<file path="config.mk">
export PLATFORM = sky130hd
export DESIGN_NAME = perf_event_selection_logic
export DESIGN_NICKNAME = d
export VERILOG_FILES = /design/src/verilog/perf_event_pkg.sv /design/src/verilog/perf_event_selection_logic.sv
export SDC_FILE = /design/constraint.sdc
export NUM_CORES = 1
export LEC_CHECK = 0
export BUFFER_PORTS_ARGS = -buffer_cell sky130_fd_sc_hd__buf_2
export CORE_MARGIN = 2
export CORE_UTILIZATION = 61
export DETAILED_ROUTE_END_ITERATION = 10
export GPL_ROUTABILITY_DRIVEN = 0
export PLACE_DENSITY = 0.87
export REMOVE_ABC_BUFFERS = 1
export SYNTH_ARGS = -nofsm -noshare
export SYNTH_HDL_FRONTEND = slang
export SYNTH_SLANG_ARGS = --single-unit
</file>
<file path="constraint.sdc">
create_clock -name clk_sys -period 7.1 [get_ports clk_sys]
set_clock_uncertainty 0.2 [all_clocks]
set_input_delay 1.065 -clock clk_sys [delete_from_list [all_inputs] [get_ports clk_sys]]
set_output_delay 1.065 -clock clk_sys [all_outputs]
set_load 0.03 [all_outputs]
</file>
<file path="src/verilog/perf_event_pkg.sv">
// package of constants for the performance event selection block
// assumes a 32-bit register port with word-aligned byte addresses
package perf_event_pkg;

  // ----------------------------------------------------------------
  // register map (byte addresses)
  // ----------------------------------------------------------------
  localparam logic [3:0] ADDR_SELECT0 = 4'h0;
  localparam logic [3:0] ADDR_SELECT1 = 4'h4;
  localparam logic [3:0] ADDR_COUNT0 = 4'h8;
  localparam logic [3:0] ADDR_COUNT1 = 4'hC;

  // ----------------------------------------------------------------
  // select register fields and reset values
  // ----------------------------------------------------------------
  localparam int SEL_CODE_LSB = 0;
  localparam int SEL_MASK_LSB = 8;
  localparam int SEL_ENABLE_BIT = 22;
  localparam int MASK_ANY_BIT = 5;
  localparam logic [31:0] SELECT_RESET = 32'h0000_0000;
  localparam logic [31:0] COUNT_RESET = 32'h0000_0000;
  localparam logic [31:0] READ_ZERO = 32'h0000_0000;
  localparam logic [3:0] MESI_NONE = 4'h0;

  // ----------------------------------------------------------------
  // event codes
  // ----------------------------------------------------------------
  localparam logic [7:0] EV_DATA_MEM_REFERENCES = 8'h43;
  localparam logic [7:0] EV_L1D_LINES_ALLOCATED = 8'h45;
  localparam logic [7:0] EV_L1D_MOD_LINES_ALLOCATED = 8'h46;
  localparam logic [7:0] EV_L1D_MOD_LINES_EVICTED = 8'h47;
  localparam logic [7:0] EV_L1D_MISS_PENDING_CYCLES = 8'h48;
  localparam logic [7:0] EV_FETCH_COUNT = 8'h80;
  localparam logic [7:0] EV_FETCH_MISS_COUNT = 8'h81;
  localparam logic [7:0] EV_CODE_TRANSLATION_MISS = 8'h85;
  localparam logic [7:0] EV_FETCH_STAGE_STALL = 8'h86;
  localparam logic [7:0] EV_LENGTH_DECODER_STALL = 8'h87;
  localparam logic [7:0] EV_L2_CODE_FETCHES = 8'h28;
  localparam logic [7:0] EV_L2_DATA_LOADS = 8'h29;
  localparam logic [7:0] EV_L2_DATA_STORES = 8'h2A;
  localparam logic [7:0] EV_L2_REQUEST_COUNT = 8'h2E;
  localparam logic [7:0] EV_L2_LINES_ALLOCATED = 8'h24;
  localparam logic [7:0] EV_L2_MOD_LINES_ALLOCATED = 8'h25;
  localparam logic [7:0] EV_L2_LINES_REMOVED = 8'h26;
  localparam logic [7:0] EV_L2_MOD_LINES_REMOVED = 8'h27;
  localparam logic [7:0] EV_L2_ADDRESS_STROBES = 8'h21;
  localparam logic [7:0] EV_L2_DATABUS_BUSY = 8'h22;
  localparam logic [7:0] EV_L2_DATABUS_BUSY_READ = 8'h23;
  localparam logic [7:0] EV_BUS_REQ_PENDING = 8'h60;
  localparam logic [7:0] EV_BUS_BLOCK_NEXT_DRIVEN = 8'h61;
  localparam logic [7:0] EV_DATA_READY_CLOCKS = 8'h62;
  localparam logic [7:0] EV_BUS_LOCK_CLOCKS = 8'h63;
  localparam logic [7:0] EV_BUS_DATA_RECEIVE = 8'h64;
  localparam logic [7:0] EV_BUS_TRAN_FIRST = 8'h65;
  localparam logic [7:0] EV_BUS_TRAN_MEMORY = 8'h6F;
  localparam logic [7:0] EV_BUS_TRAN_ALL = 8'h70;
  localparam logic [7:0] EV_BUS_HIT_DRIVEN = 8'h7A;
  localparam logic [7:0] EV_BUS_HIT_MOD_DRIVEN = 8'h7B;
  localparam logic [7:0] EV_BUS_SNOOP_STALL = 8'h7E;
  localparam logic [7:0] EV_RETIRED_FP_OPERATIONS = 8'hC1;

  // ----------------------------------------------------------------
  // widths and timing
  // ----------------------------------------------------------------
  localparam int BUS_TRAN_KINDS = 12;
  localparam int ALL_TRAN_INDEX = 11;
  localparam logic [1:0] L2_MISS_SHORTFALL = 2'h2;
  localparam logic [1:0] SHORTFALL_IDLE = 2'h0;

endpackage

</file>
<file path="src/verilog/perf_event_selection_logic.sv">
// event selection and two performance counters behind a register port
// assumes event inputs synchronous to clk_sys, bus clock given as a tick
`timescale 1ns/1ps

module perf_event_selection_logic (
  // clock and reset
  input wire logic clk_sys,
  input wire logic nrst,
  // register port
  input wire logic [3:0] reg_addr,
  input wire logic [31:0] reg_wdata,
  input wire logic reg_write,
  input wire logic reg_read,
  output logic [31:0] reg_rdata,
  // first-level data cache events
  input wire logic data_memory_references,
  input wire logic l1d_lines_allocated,
  input wire logic l1d_modified_lines_allocated,
  input wire logic l1d_modified_lines_evicted,
  input wire logic [3:0] l1d_miss_pending_cycles,
  input wire logic l1d_miss_also_l2,
  // instruction fetch events
  input wire logic fetch_count,
  input wire logic fetch_miss_count,
  input wire logic code_translation_miss,
  input wire logic fetch_stage_stall_cycles,
  input wire logic length_decoder_stall_cycles,
  // second-level cache events, fetches, loads, stores and requests one bit per MESI state
  input wire logic [3:0] l2_code_fetches,
  input wire logic [3:0] l2_data_loads,
  input wire logic [3:0] l2_data_stores,
  input wire logic [3:0] l2_request_count,
  input wire logic l2_lines_allocated,
  input wire logic l2_modified_lines_allocated,
  input wire logic l2_lines_removed,
  input wire logic l2_modified_lines_removed,
  input wire logic l2_address_strobe_count,
  input wire logic l2_databus_busy_cycles,
  input wire logic l2_databus_busy_read_cycles,
  // external bus events
  input wire logic bus_clock_tick,
  input wire logic data_ready_clock_count,
  input wire logic data_ready_any_agent,
  input wire logic bus_lock_self,
  input wire logic bus_lock_any,
  input wire logic [3:0] bus_read_pending_count,
  input wire logic [11:0] bus_tran_self,
  input wire logic [11:0] bus_tran_any,
  input wire logic block_next_request_pin,
  input wire logic snoop_hit_pin,
  input wire logic snoop_hit_modified_pin,
  input wire logic bus_data_receive,
  input wire logic bus_snoop_stall,
  // floating-point events
  input wire logic retired_fp_operations,
  // counter values
  output logic [31:0] count0,
  output logic [31:0] count1
);

  // ----------------------------------------------------------------
  // state
  // ----------------------------------------------------------------
  typedef struct packed {
    logic [31:0] select0;
    logic [31:0] select1;
    logic [31:0] count0;
    logic [31:0] count1;
    logic [31:0] rdata;
    logic [1:0] shortfall;
  } state_t;

  state_t st_reg;
  state_t st_next;

  // one-bit occurrence widened to an increment
  function automatic logic [3:0] one(input logic hit);
    one = {3'h0, hit};
  endfunction

  // counter advanced by one cycle's increment, wrapping at 32 bits
  function automatic logic [31:0] count_step(input logic [31:0] count, input logic [3:0] inc);
    count_step = count + {28'h0, inc};
  endfunction

  // any cache state of this access that the mask selects
  function automatic logic state_hit(input logic [3:0] states, input logic [3:0] mesi);
    state_hit = |(states & mesi);
  endfunction

  // level counted only in cycles that carry a bus clock tick
  function automatic logic bus_clocked(input logic level);
    bus_clocked = level & bus_clock_tick;
  endfunction

  // self or any-agent source, chosen by the scope bit of the mask
  function automatic logic agent_pick(input logic any, input logic self_src,
                                      input logic any_src);
    agent_pick = any ? any_src : self_src;
  endfunction

  // increment selected by code and mask for one counter
  function automatic logic [3:0] event_inc(input logic [31:0] sel, input logic is_ctr0,
                                           input logic [3:0] miss_weight);
    logic [7:0] code;
    logic [7:0] mask;
    logic any;
    logic [3:0] mesi;
    logic [3:0] tran_idx;
    code = sel[perf_event_pkg::SEL_CODE_LSB +: 8];
    mask = sel[perf_event_pkg::SEL_MASK_LSB +: 8];
    any = mask[perf_event_pkg::MASK_ANY_BIT];
    mesi = mask[3:0];
    tran_idx = 4'(code - perf_event_pkg::EV_BUS_TRAN_FIRST);
    event_inc = 4'h0;
    if (!sel[perf_event_pkg::SEL_ENABLE_BIT]) begin
      event_inc = 4'h0;
    end else begin
      case (code)
        perf_event_pkg::EV_DATA_MEM_REFERENCES: begin
          event_inc = one(data_memory_references);
        end
        perf_event_pkg::EV_L1D_LINES_ALLOCATED: begin
          event_inc = one(l1d_lines_allocated);
        end
        perf_event_pkg::EV_L1D_MOD_LINES_ALLOCATED: begin
          event_inc = one(l1d_modified_lines_allocated);
        end
        perf_event_pkg::EV_L1D_MOD_LINES_EVICTED: begin
          event_inc = one(l1d_modified_lines_evicted);
        end
        perf_event_pkg::EV_L1D_MISS_PENDING_CYCLES: begin
          event_inc = miss_weight;
        end
        perf_event_pkg::EV_FETCH_COUNT: begin
          event_inc = one(fetch_count);
        end
        perf_event_pkg::EV_FETCH_MISS_COUNT: begin
          event_inc = one(fetch_miss_count);
        end
        perf_event_pkg::EV_CODE_TRANSLATION_MISS: begin
          event_inc = one(code_translation_miss);
        end
        perf_event_pkg::EV_FETCH_STAGE_STALL: begin
          event_inc = one(fetch_stage_stall_cycles);
        end
        perf_event_pkg::EV_LENGTH_DECODER_STALL: begin
          event_inc = one(length_decoder_stall_cycles);
        end
        perf_event_pkg::EV_L2_CODE_FETCHES: begin
          event_inc = one(state_hit(l2_code_fetches, mesi));
        end
        perf_event_pkg::EV_L2_DATA_LOADS: begin
          event_inc = one(state_hit(l2_data_loads, mesi));
        end
        perf_event_pkg::EV_L2_DATA_STORES: begin
          event_inc = one(state_hit(l2_data_stores, mesi));
        end
        perf_event_pkg::EV_L2_REQUEST_COUNT: begin
          event_inc = one(state_hit(l2_request_count, mesi));
        end
        perf_event_pkg::EV_L2_LINES_ALLOCATED: begin
          event_inc = one(l2_lines_allocated);
        end
        perf_event_pkg::EV_L2_LINES_REMOVED: begin
          event_inc = one(l2_lines_removed);
        end
        perf_event_pkg::EV_L2_MOD_LINES_ALLOCATED: begin
          event_inc = one(l2_modified_lines_allocated);
        end
        perf_event_pkg::EV_L2_MOD_LINES_REMOVED: begin
          event_inc = one(l2_modified_lines_removed);
        end
        perf_event_pkg::EV_L2_ADDRESS_STROBES: begin
          event_inc = one(l2_address_strobe_count);
        end
        perf_event_pkg::EV_L2_DATABUS_BUSY: begin
          event_inc = one(l2_databus_busy_cycles);
        end
        perf_event_pkg::EV_L2_DATABUS_BUSY_READ: begin
          event_inc = one(l2_databus_busy_read_cycles);
        end
        perf_event_pkg::EV_DATA_READY_CLOCKS: begin
          // self counts bus clocks, any counts processor clocks
          event_inc = one(agent_pick(any, bus_clocked(data_ready_clock_count),
                                     data_ready_any_agent));
        end
        perf_event_pkg::EV_BUS_LOCK_CLOCKS: begin
          event_inc = one(agent_pick(any, bus_lock_self, bus_lock_any));
        end
        perf_event_pkg::EV_BUS_REQ_PENDING: begin
          event_inc = bus_read_pending_count;
        end
        perf_event_pkg::EV_BUS_BLOCK_NEXT_DRIVEN: begin
          event_inc = one(bus_clocked(block_next_request_pin));
        end
        perf_event_pkg::EV_BUS_HIT_DRIVEN: begin
          event_inc = one(bus_clocked(snoop_hit_pin));
        end
        perf_event_pkg::EV_BUS_HIT_MOD_DRIVEN: begin
          event_inc = one(bus_clocked(snoop_hit_modified_pin));
        end
        perf_event_pkg::EV_BUS_DATA_RECEIVE: begin
          event_inc = one(bus_clocked(bus_data_receive));
        end
        perf_event_pkg::EV_BUS_SNOOP_STALL: begin
          event_inc = one(bus_snoop_stall);
        end
        perf_event_pkg::EV_BUS_TRAN_ALL: begin
          event_inc = one(agent_pick(any, bus_tran_self[perf_event_pkg::ALL_TRAN_INDEX],
                                     bus_tran_any[perf_event_pkg::ALL_TRAN_INDEX]));
        end
        perf_event_pkg::EV_RETIRED_FP_OPERATIONS: begin
          event_inc = one(is_ctr0 & retired_fp_operations);
        end
        default: begin
          // transactions 65H through 6FH share one indexed decode
          if (code >= perf_event_pkg::EV_BUS_TRAN_FIRST &&
              code <= perf_event_pkg::EV_BUS_TRAN_MEMORY) begin
            event_inc = one(agent_pick(any, bus_tran_self[tran_idx],
                                       bus_tran_any[tran_idx]));
          end else begin
            event_inc = 4'h0;
          end
        end
      endcase
    end
  endfunction

  // ----------------------------------------------------------------
  // next-state logic
  // ----------------------------------------------------------------
  logic [3:0] miss_weight;
  logic [3:0] inc0;
  logic [3:0] inc1;

  // miss weight loses one cycle for each of the two after an L2 miss
  always_comb begin
    if (st_reg.shortfall != perf_event_pkg::SHORTFALL_IDLE &&
        l1d_miss_pending_cycles != 4'h0) begin
      miss_weight = l1d_miss_pending_cycles - 4'h1;
    end else begin
      miss_weight = l1d_miss_pending_cycles;
    end
    inc0 = event_inc(st_reg.select0, 1'b1, miss_weight);
    inc1 = event_inc(st_reg.select1, 1'b0, miss_weight);
  end

  // register port, counters and shortfall window
  always_comb begin
    st_next = st_reg;
    // a new L2 miss restarts the shortfall window, winning over the countdown
    if (l1d_miss_also_l2) begin
      st_next.shortfall = perf_event_pkg::L2_MISS_SHORTFALL;
    end else if (st_reg.shortfall != perf_event_pkg::SHORTFALL_IDLE) begin
      st_next.shortfall = st_reg.shortfall - 2'h1;
    end
    // counters advance, a counter write below takes precedence
    st_next.count0 = count_step(st_reg.count0, inc0);
    st_next.count1 = count_step(st_reg.count1, inc1);
    // read data stand for one cycle only
    st_next.rdata = perf_event_pkg::READ_ZERO;
    // register writes, unmapped addresses ignored
    if (reg_write) begin
      case (reg_addr)
        perf_event_pkg::ADDR_SELECT0: begin
          st_next.select0 = reg_wdata;
        end
        perf_event_pkg::ADDR_SELECT1: begin
          st_next.select1 = reg_wdata;
        end
        perf_event_pkg::ADDR_COUNT0: begin
          st_next.count0 = reg_wdata;
        end
        perf_event_pkg::ADDR_COUNT1: begin
          st_next.count1 = reg_wdata;
        end
        default: begin
          st_next.select0 = st_reg.select0;
        end
      endcase
    end
    // register reads, unmapped addresses return zero
    if (reg_read) begin
      case (reg_addr)
        perf_event_pkg::ADDR_SELECT0: begin
          st_next.rdata = st_reg.select0;
        end
        perf_event_pkg::ADDR_SELECT1: begin
          st_next.rdata = st_reg.select1;
        end
        perf_event_pkg::ADDR_COUNT0: begin
          st_next.rdata = st_reg.count0;
        end
        perf_event_pkg::ADDR_COUNT1: begin
          st_next.rdata = st_reg.count1;
        end
        default: begin
          st_next.rdata = perf_event_pkg::READ_ZERO;
        end
      endcase
    end
  end

  // ----------------------------------------------------------------
  // state register
  // ----------------------------------------------------------------
  always_ff @(posedge clk_sys or negedge nrst) begin
    if (!nrst) begin
      st_reg.select0 <= perf_event_pkg::SELECT_RESET;
      st_reg.select1 <= perf_event_pkg::SELECT_RESET;
      st_reg.count0 <= perf_event_pkg::COUNT_RESET;
      st_reg.count1 <= perf_event_pkg::COUNT_RESET;
      st_reg.rdata <= perf_event_pkg::READ_ZERO;
      st_reg.shortfall <= perf_event_pkg::SHORTFALL_IDLE;
    end else begin
      st_reg <= st_next;
    end
  end

  // outputs straight from the state register
  assign reg_rdata = st_reg.rdata;
  assign count0 = st_reg.count0;
  assign count1 = st_reg.count1;

endmodule

</file>
# After elaboration in Yosys (flattened, before gate mapping)

Index checks and enable logic that the tools add are counted.

Flip-flop bits (word level): 162
Output and inout bits: 96

Multiplexer cells: 30
Equality and inequality tests: 65
Add/subtract/negate cells: 6
Magnitude comparators: 6
Bitwise operators: 13
Reductions and logical operators: 17

Operators by type and width:

| cell                  | number |
|---|---|
| $pmux W4 S31          | 2 |
| $eq A8 B7 Y1 const B  | 28 |
| $eq A8 B6 Y1 const B  | 22 |
| $pmux W32 S4          | 1 |
| $eq A8 B8 Y1 const B  | 12 |
| $mux W32              | 3 |
| $add A32 B4 Y32       | 2 |
| $mux W64              | 1 |
| $and A4 B4 Y4         | 8 |
| $reduce_or A4 Y1      | 8 |
| $bmux W1 S4           | 4 |
| $ge A8 B7 Y1 const B  | 2 |
| $le A8 B7 Y1 const B  | 2 |
| $mux W1               | 14 |
| $mux W4               | 3 |
| $lt A4 B5 Y1 const B  | 2 |
| $eq A4 B4 Y1 const B  | 2 |
| $sub A4 B3 Y4 const B | 2 |
| $and A1 B1 Y1         | 5 |
| $eq A4 B3 Y1 const B  | 1 |
| $logic_not A4 Y1      | 1 |
| $mux W2               | 2 |
| $reduce_and A2 Y1     | 2 |
| $reduce_bool A2 Y1    | 2 |
| other kinds (4)       | 6 |

# Longest topological paths before layout

Gate-level depths: netlist (run 1).

Depth in word-level cells: 10
Depth in mapped cells: 19

# Worst setup path before layout (run 1)

Ideal clock, no wire load.

Path kind: register -> register
Start point: reg st_reg[98] (netlist bit)
End point: reg count1[14] (netlist name)
Data required time: 6.762 ns
Arrival time: 4.026 ns
Library setup time: 0.138 ns
Stages on the path, launching flop included: 19
Slack: 2.736 ns
Clock period less this slack: 4.364 ns
Cell sequence: dfrtp_1 -> buf_2 -> inv_1 -> ha_1 -> clkbuf_1 -> o31ai_1 -> nand2_1 -> a21oi_1 -> nand4_1 -> o32ai_1 -> ha_1 -> inv_1 -> fa_1 -> nor2b_1 -> o21ai_1 -> a2111oi_0 -> and3_1 -> xnor2_1 -> a21oi_1

RTL lines:

| what                   | line                              | RTL |
|---|---|---|
| start, declared        | perf_event_selection_logic.sv:73  | `state_t st_reg;` |
| start signal, assigned | perf_event_selection_logic.sv:317 | `st_reg <= st_next;` |

==> results.toml, run 1 <==
[outcome]
status = "complete, no violations"

[yosys]
synthMostInstantiatedCell = "dfrtp_1"
yosys-top-cells-area = "dfrtp_1 39%, buf_4 6.9%, a22oi_1 5.9%"
syn_area_mm2 = 0.01045
ys_ff_latch = 162
synthTopCellsByCount = "162 x dfrtp_1, 119 x a21oi_1, 96 x buf_4, 84 x nor2_1, 82 x a22oi_1"
synth.distinct_cells = 71
synthCells = 1097
ys_warn_count = 0
synthFlopType = "dfrtp_1"
synth.largest_area_cell = "dfrtp_1"
synth-seq-area-share = 0.3880
synth_area_per_cell_um2 = 9.524
async_reset_ff_frac = 1.000
synth-edff-count = 0
synth_top_area_frac = 0.3880

[clock_network]
clock_latency_ns = 0.43
cts_htree_levels = 4
numCtsBuffers = 17
ctsHoldBuffers = 0
cts_resized = 0
cts_tree = "done"
cts.clk_slew.worst_paths_ns = 0.06
post_cts_buffers = 0
ctsLongestPathBuffers = 2
cts_sinks = 162
cts_root_buf = "clkbuf_16"

[job]
cap_viol_max_count = 0

[sta]
period_minus_slack_ns = 5.227
slew_viol_final = 0
slew_headroom = 0.2067
max_slew.worst_pin.slew_ns = 1.186
fin_crit_sh = 0.7363
rsz0062_at_grt = "no"
final_hold_viol_count = 0
setup_viol_count_final = 0
fin_setup_tns_ns = 0
fmax_ghz = 0.1913

[floorplan]
die_y_um = 134.9
initial_core_util = 0.6278
fp.dieW_um = 134.9
ios = 212
num_rows = 47
core-area_mm2 = 0.01664
die_area_mm2 = 0.01819

[place]
io_buffers = 211
dp_hpwl_mm = 20.87

[critical_path]
critPathMaxFanout = 14
worst-path-buf-inv = 2
critPathCaptureType = "flip-flop"
cp_top_family = "compound AO/OA/AOI/OAI gates"
path_cells = "inv_1 -> ha_1 -> a22o_1 -> a22oi_1 -> nor3_1 -> or4_1 -> nor4_1 -> o32ai_1 -> ha_1 -> a21o_1 -> a21o_1 -> a21oi_1 -> buf_4 -> and4b_1 -> xnor2_1 -> a21oi_1"
critical_path_depth = 16
r2r-start = "st_reg[98]$_DFFE_PN0P_"
critPathRequiredTime_ns = 7.16
cp-startpoint = "st_reg[98]$_DFFE_PN0P_"
crit_slowest_cell = "dfrtp_1"
startpoint_type = "flip-flop"
crit_type = "flip-flop to flip-flop"
worstPathArrival_ns = 5.29
worst-r2r-cell-count = 16
cp_slowest_stage_delay_ns = 0.75

[power_and_ir_drop]
p_leak_nw = 4.978
p_per_area_mw_per_mm2 = 308.6
peakVddDrop_uv = 257.0
finalPower_mw = 3.544

[routing]
wl_per_cell_um = 21.53
wl_mm = 30.24
vias = 9335
drc_errors = 0
dr.pass1.iters = 6
antenna_left = 0
vias_per_cell = 6.644
drt_iter0_drc = 1149

[grt]
grt_pass1_wl_mm = 47.65
antenna_found_initial = 0
overflow = 0
grt_max_degree = 96
grt_use_total = 0.3365
first_global_vias = 9188

[final_layout]
fin_nets = 1311
antennaDiodeCount = 0
syn2layout_area_growth_pct = 9.905
largest_register_ffs = 66
drive_gt1_frac = 0.2700
postLayoutCoreUtil = 0.6899

[min_path]
min_path_cells = 1
min_from = "st_reg[148]$_DFFE_PN0P_"
min_path_type = "flip-flop to flip-flop"
per-layer routing:
| layer | wire length, um | GRT usage | up-vias |
|---|---|---|---|
| li1 | - | - | 4069 |
| met1 | 11960 | 0.4500 | 4595 |
| met2 | 14110 | 0.5220 | 574 |
| met3 | 3160 | 0.08671 | 97 |
| met4 | 1013 | 0.1450 | 0 |
| met5 | 0 | 0 | - |
worst paths after layout:
| check | slack, ns | to |
|---|---|---|
| setup / recovery | 1.87 | count1[23]$_DFF_PN0_ |
| hold / removal | 0.30 | st_reg[148]$_DFFE_PN0P_ |
| setup reg to reg | 1.87 | count1[23]$_DFF_PN0_ |
| hold reg to reg | 0.30 | st_reg[148]$_DFFE_PN0P_ |
| max in group asynchronous | 4.80 | st_reg[115]$_DFFE_PN0P_ |
| min in group asynchronous | 0.51 | reg_rdata[31]$_DFF_PN0_ |
area by class of cell:
class                      instances  area, um^2
inverter                          28       105.1
clock buffer                      19       442.9
multi-input combinational        745        5336
clock inverter                    11       138.9
tap                              220       275.3
fill                            1256        5160
timing repair buffer             220        1130
sequential                       162        4054
where the power goes:
group | switching [mW] | leakage (nW) | internal (mW) | total, mW
Combinational | 0.689 | 2.71 | 0.472 | 1.16
Sequential | 0.334 | 1.98 | 1.12 | 1.46
Clock | 0.371 | 0.284 | 0.555 | 0.926
Total | 1.39 | 4.98 | 2.15 | 3.54
stage by stage:
| stage | instance area (um^2) | hold WS, ns | std cells | worst slack (ns) |
|---|---|---|---|---|
| after floorplan | 9475 | 0.2622 | 935 | 0.8066 |
| after global placement | 10900 | 0.2735 | 1375 | 2.153 |
| after detailed placement | 10900 | 0.2851 | 1375 | 2.000 |
| after CTS | 11480 | 0.2989 | 1405 | 1.994 |
| after global routing | 11480 | 0.3175 | 1405 | 1.539 |
| final | 11480 | 0.2959 | 1405 | 1.873 |
cell families after synthesis:
logic type / share of synthesized area
multiplexers: 0.1111
buffers and inverters: 0.1031
adder cells (fa/ha/maj): 0.02659
AO/OA/AOI/OAI: 0.1786
XOR/XNOR: 0.05114
AND/OR/NAND/NOR: 0.1414
flip-flops: 0.3880
cells in the final DEF (no fill, tap or decap), drive strengths merged, types with 5 or more instances in the layout:
cell type    n
mux2        72
nor3        13
a21oi      120
ha          19
a31oi        8
dfrtp      162
a21o         6
clkinv       6
and4         5
o21ai       25
nor2b       10
a22oi       82
nor4b        8
and3        18
nand2       51
inv         28
a2111oi      7
nand3       25
nor2        84
nor4         6
nand4       21
mux2i        8
buf        220
nand2b       6
mux4        12
xnor2       35
xor2        26
clkbuf      19
worst register-to-register path, cell delays in order, from the launching register on:
cell	delay, ns
dfrtp_1	0.75
inv_1	0.20
ha_1	0.43
a22o_1	0.25
a22oi_1	0.24
nor3_1	0.06
or4_1	0.55
nor4_1	0.34
o32ai_1	0.14
ha_1	0.21
a21o_1	0.15
a21o_1	0.20
a21oi_1	0.60
buf_4	0.29
and4b_1	0.22
xnor2_1	0.14
a21oi_1	0.08
No activity file was read; power rests on OpenSTA's default activity.
==> run 2, diff against run 1 <==
--- a/config.mk
+++ b/config.mk
@@ -5,12 +5,13 @@
 export SDC_FILE = /design/constraint.sdc
 export NUM_CORES = 1
 export LEC_CHECK = 0
+export ABC_AREA = 1
 export BUFFER_PORTS_ARGS = -buffer_cell sky130_fd_sc_hd__buf_2
 export CORE_MARGIN = 2
-export CORE_UTILIZATION = 61
+export CORE_UTILIZATION = 57
 export DETAILED_ROUTE_END_ITERATION = 10
 export GPL_ROUTABILITY_DRIVEN = 0
-export PLACE_DENSITY = 0.87
+export PLACE_DENSITY = 0.81
 export REMOVE_ABC_BUFFERS = 1
 export SYNTH_ARGS = -nofsm -noshare
 export SYNTH_HDL_FRONTEND = slang
==> constraint.sdc (replaced) <==
create_clock -name clk_sys -period 5.3 [get_ports clk_sys]
set_clock_uncertainty 0.2 [all_clocks]
set_input_delay 0.795 -clock clk_sys [delete_from_list [all_inputs] [get_ports clk_sys]]
set_output_delay 0.795 -clock clk_sys [all_outputs]
set_load 0.03 [all_outputs]
==> results.toml, run 2 <==
[yosys]
yosys-top-cells-area = "dfrtp_1 35%, nand2_1 16%, nand3_1 6.7%"
synth_area_per_cell_um2 = 6.678
synth.distinct_cells = 43
synth-edff-count = 0
synthFlopType = "dfrtp_1"
synth_top_area_frac = 0.3457
synthCells = 1756
synthTopCellsByCount = "500 x nand2_1, 209 x inv_1, 173 x nor2_1, 162 x dfrtp_1, 157 x nand3_1"
ys_ff_latch = 162
synth.largest_area_cell = "dfrtp_1"
async_reset_ff_frac = 1.000
synth-seq-area-share = 0.3457
synthMostInstantiatedCell = "nand2_1"
syn_area_mm2 = 0.01173
ys_warn_count = 0

[clock_network]
cts_tree = "done"
ctsLongestPathBuffers = 2
cts_root_buf = "clkbuf_16"
cts_sinks = 162
clock_latency_ns = 0.44
cts.clk_slew.worst_paths_ns = 0.07
numCtsBuffers = 17
ctsHoldBuffers = 0
cts_htree_levels = 4
post_cts_buffers = 0
cts_resized = 0

[place]
io_buffers = 211
dp_hpwl_mm = 28.84

[final_layout]
syn2layout_area_growth_pct = 9.870
drive_gt1_frac = 0.1575
final_cell_mix = "498 x nand2_1, 210 x buf_2, 209 x inv_1"
largest_register_ffs = 66
final_common_cell = "nand2_1"
fillers = 1832
fin_nets = 1991
seq_area_mm2 = 0.004054
postLayoutCoreUtil = 0.6367
multi_input_comb_area_mm2 = 0.005886

[floorplan]
core-area_mm2 = 0.02023
initial_core_util = 0.5795
ios = 212
num_rows = 52
die_y_um = 147.4
die_area_mm2 = 0.02174
fp.dieW_um = 147.4

[critical_path]
worst-path-buf-inv = 6
critPathRequiredTime_ns = 5.48
crit_type = "flip-flop to flip-flop"
cp_slowest_stage_delay_ns = 0.43
worst-r2r-cell-count = 25
critPathCaptureType = "flip-flop"
critical_path_depth = 25
worstPathArrival_ns = 4.42
cp_top_family = "simple AND/OR/NAND/NOR gates"
critPathMaxFanout = 11
crit_slowest_cell = "ha_1"
crit_top_cell = "nand2_1"
startpoint_type = "flip-flop"

[min_path]
min_path_cells = 2
min_path_type = "flip-flop to flip-flop"

[routing]
antenna_left = 0
vias_per_cell = 5.803
drc_errors = 0
wl_mm = 38.56
vias = 12410
dr.pass1.iters = 8
wl_per_cell_um = 18.04
drt_iter0_drc = 1308

[outcome]
status = "complete, no violations"

[power_and_ir_drop]
p_leak_nw = 6.765
peakVddDrop_uv = 231.5
p_per_area_mw_per_mm2 = 368.8

[grt]
first_global_vias = 11720
grt_max_degree = 111
grt_use_total = 0.3542
antenna_found_initial = 0
overflow = 0
grt_pass1_wl_mm = 60.20

[sta]
fin_setup_tns_ns = 0
slew_headroom = 0.3191
final_hold_viol_count = 0
max_slew.worst_pin.slew_ns = 1.021
slew_viol_final = 0
fmax_ghz = 0.2360
rsz0062_at_grt = "no"
setup_viol_count_final = 0
fin_crit_sh = 0.7996
period_minus_slack_ns = 4.238

[job]
cap_viol_max_count = 0
[run 2: changes by cell type after synthesis, sizes merged, moves of 12 or more]
cell	previous run	this run
a22oi	82	2
nor2	84	187
a21oi	120	42
mux2	72	0
a221oi	4	23
xnor2	35	6
nand3	25	159
nand2	51	505
and3	18	1
inv	28	219
o21ai	25	160
clkbuf	53	31
mux4	12	0
[run 2: cell type report]
class	count	share of cell area
multi-input combinational	1225	0.4568
sequential	162	0.3147
timing repair buffer	223	0.08944
inverter	225	0.06555
clock buffer	22	0.03758
tap	270	0.02622
clock inverter	10	0.009517
antenna	1	0.0001942
[run 2: final timing paths]
check	start	to	slack (ns)
worst max-delay path	st_reg[130]$_DFFE_PN0P_	count0[26]$_DFF_PN0_	1.06
worst min-delay path	st_reg[149]$_DFFE_PN0P_	st_reg[149]$_DFFE_PN0P_	0.29
worst max register to register	st_reg[130]$_DFFE_PN0P_	count0[26]$_DFF_PN0_	1.06
worst min register to register	st_reg[149]$_DFFE_PN0P_	st_reg[149]$_DFFE_PN0P_	0.29
max in group asynchronous	nrst	count0[29]$_DFF_PN0_	3.55
min in group asynchronous	nrst	reg_rdata[8]$_DFF_PN0_	0.31
[run 2: report_power, final]
part | total, mW | switching [mW] | internal [mW]
sequential | 1.87 | 0.386 | 1.48
clock | 1.27 | 0.519 | 0.748
combinational | 1.62 | 1.13 | 0.491
total | 4.75 | 2.03 | 2.72
[run 2: worst reg2reg max path, stage by stage (launching register included)]
cell and delay, ns:
dfrtp_1 0.35, clkinv_1 0.26, ha_1 0.43, clkinv_1 0.24
nor2_1 0.15, o21ai_0 0.09, nand3_1 0.10, nand3_1 0.08
nand2_1 0.06, inv_1 0.03, nor2_1 0.14, nand2_1 0.07
nand2_1 0.08, ha_1 0.18, inv_1 0.06, fa_1 0.40
inv_1 0.08, nand3_1 0.06, nand2_1 0.22, nand3_2 0.19
nor2_4 0.19, nand2_1 0.11, or2_0 0.22, nand3_1 0.08
nand2_1 0.07, inv_1 0.05
[run 2: cell families (layout without fill, tap and decap cells)]
group           Yosys count  count (layout)  share of synthesized area
xor+xnor                 25              25                    0.01867
other cells               0               1                          0
flops                   162             162                     0.3457
compound gates          257             257                     0.1253
buf+inv                 369             480                     0.1528
simple gates            922             922                     0.3339
fa+ha+maj                21              21                    0.02369
[run 2: stage by stage]
stage	power (mW)	setup slack (ns)	hold slack (ns)	cells	cell area [um^2]
6_report	4.752	1.062	0.2873	2138	12880
5_1_grt	4.989	0.7081	0.3061	2137	12880
4_1_cts	4.717	1.143	0.2888	2137	12880
3_5_place_dp	3.445	1.178	0.2737	2105	12270
3_3_place_gp	3.407	1.329	0.2654	2105	12270
2_1_floorplan	2.824	1.357	0.2530	1612	10780
[run 2: routing by layer]
metal	up-vias	share of wire	track usage
met5	-	0	0
met4	0	0.053	0.1938
met3	161	0.12	0.07593
met2	842	0.45	0.5600
met1	5635	0.38	0.4570
li1	5768	-	-
==> run 3, diff against run 2 <==
==> constraint.sdc (replaced) <==
create_clock -name clk_sys -period 3.9 [get_ports clk_sys]
set_clock_uncertainty 0.2 [all_clocks]
set_input_delay 0.585 -clock clk_sys [delete_from_list [all_inputs] [get_ports clk_sys]]
set_output_delay 0.585 -clock clk_sys [all_outputs]
set_load 0.03 [all_outputs]
==> results.toml, run 3 (synthesis gave the netlist of run 2 again) <==
[critical_path]
crit_type = "flip-flop to flip-flop"
critPathMaxFanout = 5
cp_top_family = "compound AO/OA/AOI/OAI gates"
worst-r2r-cell-count = 17
worstReg2RegEnd = "count1[9]$_DFF_PN0_"
critPathRequiredTime_ns = 3.99
ff2ff_setup_slack_ns = 0.21
startpoint_type = "flip-flop"
r2r-start = "st_reg[0]$_DFFE_PN0P_"
crit_slowest_cell = "o21ai_0"
cp_slowest_stage_delay_ns = 0.40
path_cells = "inv_1 -> ha_1 -> inv_1 -> nand2_1 -> inv_1 -> o21ai_0 -> o31ai_1 -> nand2_1 -> inv_1 -> ha_1 -> nand3_1 -> nand3_1 -> a21oi_1 -> nor2_1 -> buf_4 -> o21ai_0 -> o21ai_0"
crit_top_cell = "inv_1"
critPathCaptureType = "flip-flop"
worstPathArrival_ns = 3.79
worst-path-buf-inv = 5

[floorplan]
die_area_mm2 = 0.02174
core-area_mm2 = 0.02023
num_rows = 52
ios = 212
die_y_um = 147.4
fp.dieW_um = 147.4
initial_core_util = 0.5795

[routing]
wl_mm = 39.34
drc_errors = 0
vias = 12720
antenna_left = 0
drt_iter0_drc = 1422
wl_per_cell_um = 18.20
dr.pass1.iters = 9
vias_per_cell = 5.885

[final_layout]
syn2layout_area_growth_pct = 12.64
postLayoutCoreUtil = 0.6528
largest_register_ffs = 66
final_cell_mix = "497 x nand2_1, 210 x buf_2, 206 x inv_1"
stdcell_area_mm2 = 0.01321
fin_nets = 2015
drive_gt1_frac = 0.1830
antennaDiodeCount = 0
final_common_cell = "nand2_1"

[clock_network]
cts_root_buf = "clkbuf_16"
cts_htree_levels = 4
cts_tree = "done"
clock_latency_ns = 0.44
cts.clk_slew.worst_paths_ns = 0.07
ctsLongestPathBuffers = 2
numCtsBuffers = 17
cts_sinks = 162
ctsHoldBuffers = 0

[sta]
slew_viol_final = 0
slew_headroom = 0.4787
fin_crit_sh = 0.9465
fin_ws_ns = 0.2086
fmax_ghz = 0.2709
setup_viol_count_final = 0
period_minus_slack_ns = 3.691
whs_ns = -0.01558
rsz0062_at_grt = "yes"
final_hold_viol_count = 3
max_slew.worst_pin.slew_ns = 0.7819
fin_setup_tns_ns = 0

[min_path]
min_path_type = "primary input to async pin"

[grt]
grt_use_total = 0.3575
antenna_found_initial = 1
overflow = 0
grt_pass1_wl_mm = 60.76
first_global_vias = 11690
grt_max_degree = 84

[place]
place_area_mm2 = 0.01238
dp_slack_ns = -0.02126
dp_hpwl_mm = 29.51
io_buffers = 211

[job]
cap_viol_max_count = 0

[outcome]
violations = "hold timing"
status = "finished, violations left"

[power_and_ir_drop]
p_leak_nw = 6.877
finalPower_mw = 6.594
peakVddDrop_uv = 314.6
p_per_area_mw_per_mm2 = 499.2
-- run 3: cell count changes in the layout (fill, tap and decap cells not counted), sizes merged --
| cell | change |
|---|---|
| clkinvlp | +2 |
| buf | +23 |
| bufinv | +1 |
| diode | -1 |
| clkbuf | -2 |
-- run 3: worst max path at each step --
stage	startpoint	endpoint	slack [ns]	cells past startpoint
after floorplan	st_reg[130]$_DFFE_PN0P_	count0[24]$_DFF_PN0_	-0.04	25
after detailed placement	l1d_miss_pending_cycles[0]	count0[26]$_DFF_PN0_	-0.02	26
after global routing	st_reg[131]$_DFFE_PN0P_	count0[26]$_DFF_PN0_	-0.07	26
after CTS	st_reg[130]$_DFFE_PN0P_	count0[26]$_DFF_PN0_	0.004	25
final	st_reg[0]$_DFFE_PN0P_	count1[9]$_DFF_PN0_	0.21	17
after global placement	l1d_miss_pending_cycles[0]	count0[26]$_DFF_PN0_	0.12	26
-- run 3: layout make-up --
| cell class | instances | area [um^2] |
|---|---|---|
| well taps | 270 | 337.8 |
| repair inverters | 1 | 5.005 |
| repair buffers | 246 | 1345 |
| flip-flops and latches | 162 | 4056 |
| fillers | 1775 | 7025 |
| multi-input cells | 1225 | 6018 |
| inverters | 225 | 854.6 |
| clock inverters | 12 | 155.1 |
| clock buffers | 20 | 436.7 |
-- run 3: power by group --
part	switching [mW]	internal, mW	total (mW)
Clock	0.698	1.01	1.71
Combinational	1.62	0.745	2.36
Sequential	0.514	2.01	2.53
Total	2.83	3.77	6.59
-- run 3: routing by layer --
layer,GRT usage,share of wire,vias up
met5,0,0.00038,-
met2,0.5666,0.45,933
met3,0.07963,0.12,179
met4,0.1813,0.055,2
met1,0.4642,0.38,5787
li1,-,-,5817
-- run 3: worst reg2reg max path: stages, from the launching register on --
cell	delay [ns]
dfrtp_1	0.38
inv_1	0.08
ha_1	0.20
inv_1	0.15
nand2_1	0.16
inv_1	0.08
o21ai_0	0.40
o31ai_1	0.14
nand2_1	0.14
inv_1	0.06
ha_1	0.27
nand3_1	0.09
nand3_1	0.15
a21oi_1	0.35
nor2_1	0.07
buf_4	0.16
o21ai_0	0.29
o21ai_0	0.16
-- run 3: through the flow --
step	instances	hold WS (ns)
after floorplan	1612	0.08941
after global placement	2118	0.2657
after detailed placement	2118	0.2733
after CTS	2150	0.02806
after global routing	2161	0.05778
final	2161	-0.01558
-- run 3: what timing repair did --
item / CTS / global route
setup buffers: 0 / 10
setup endpoints to repair: 0 / 27
gates resized for setup: 0 / 40
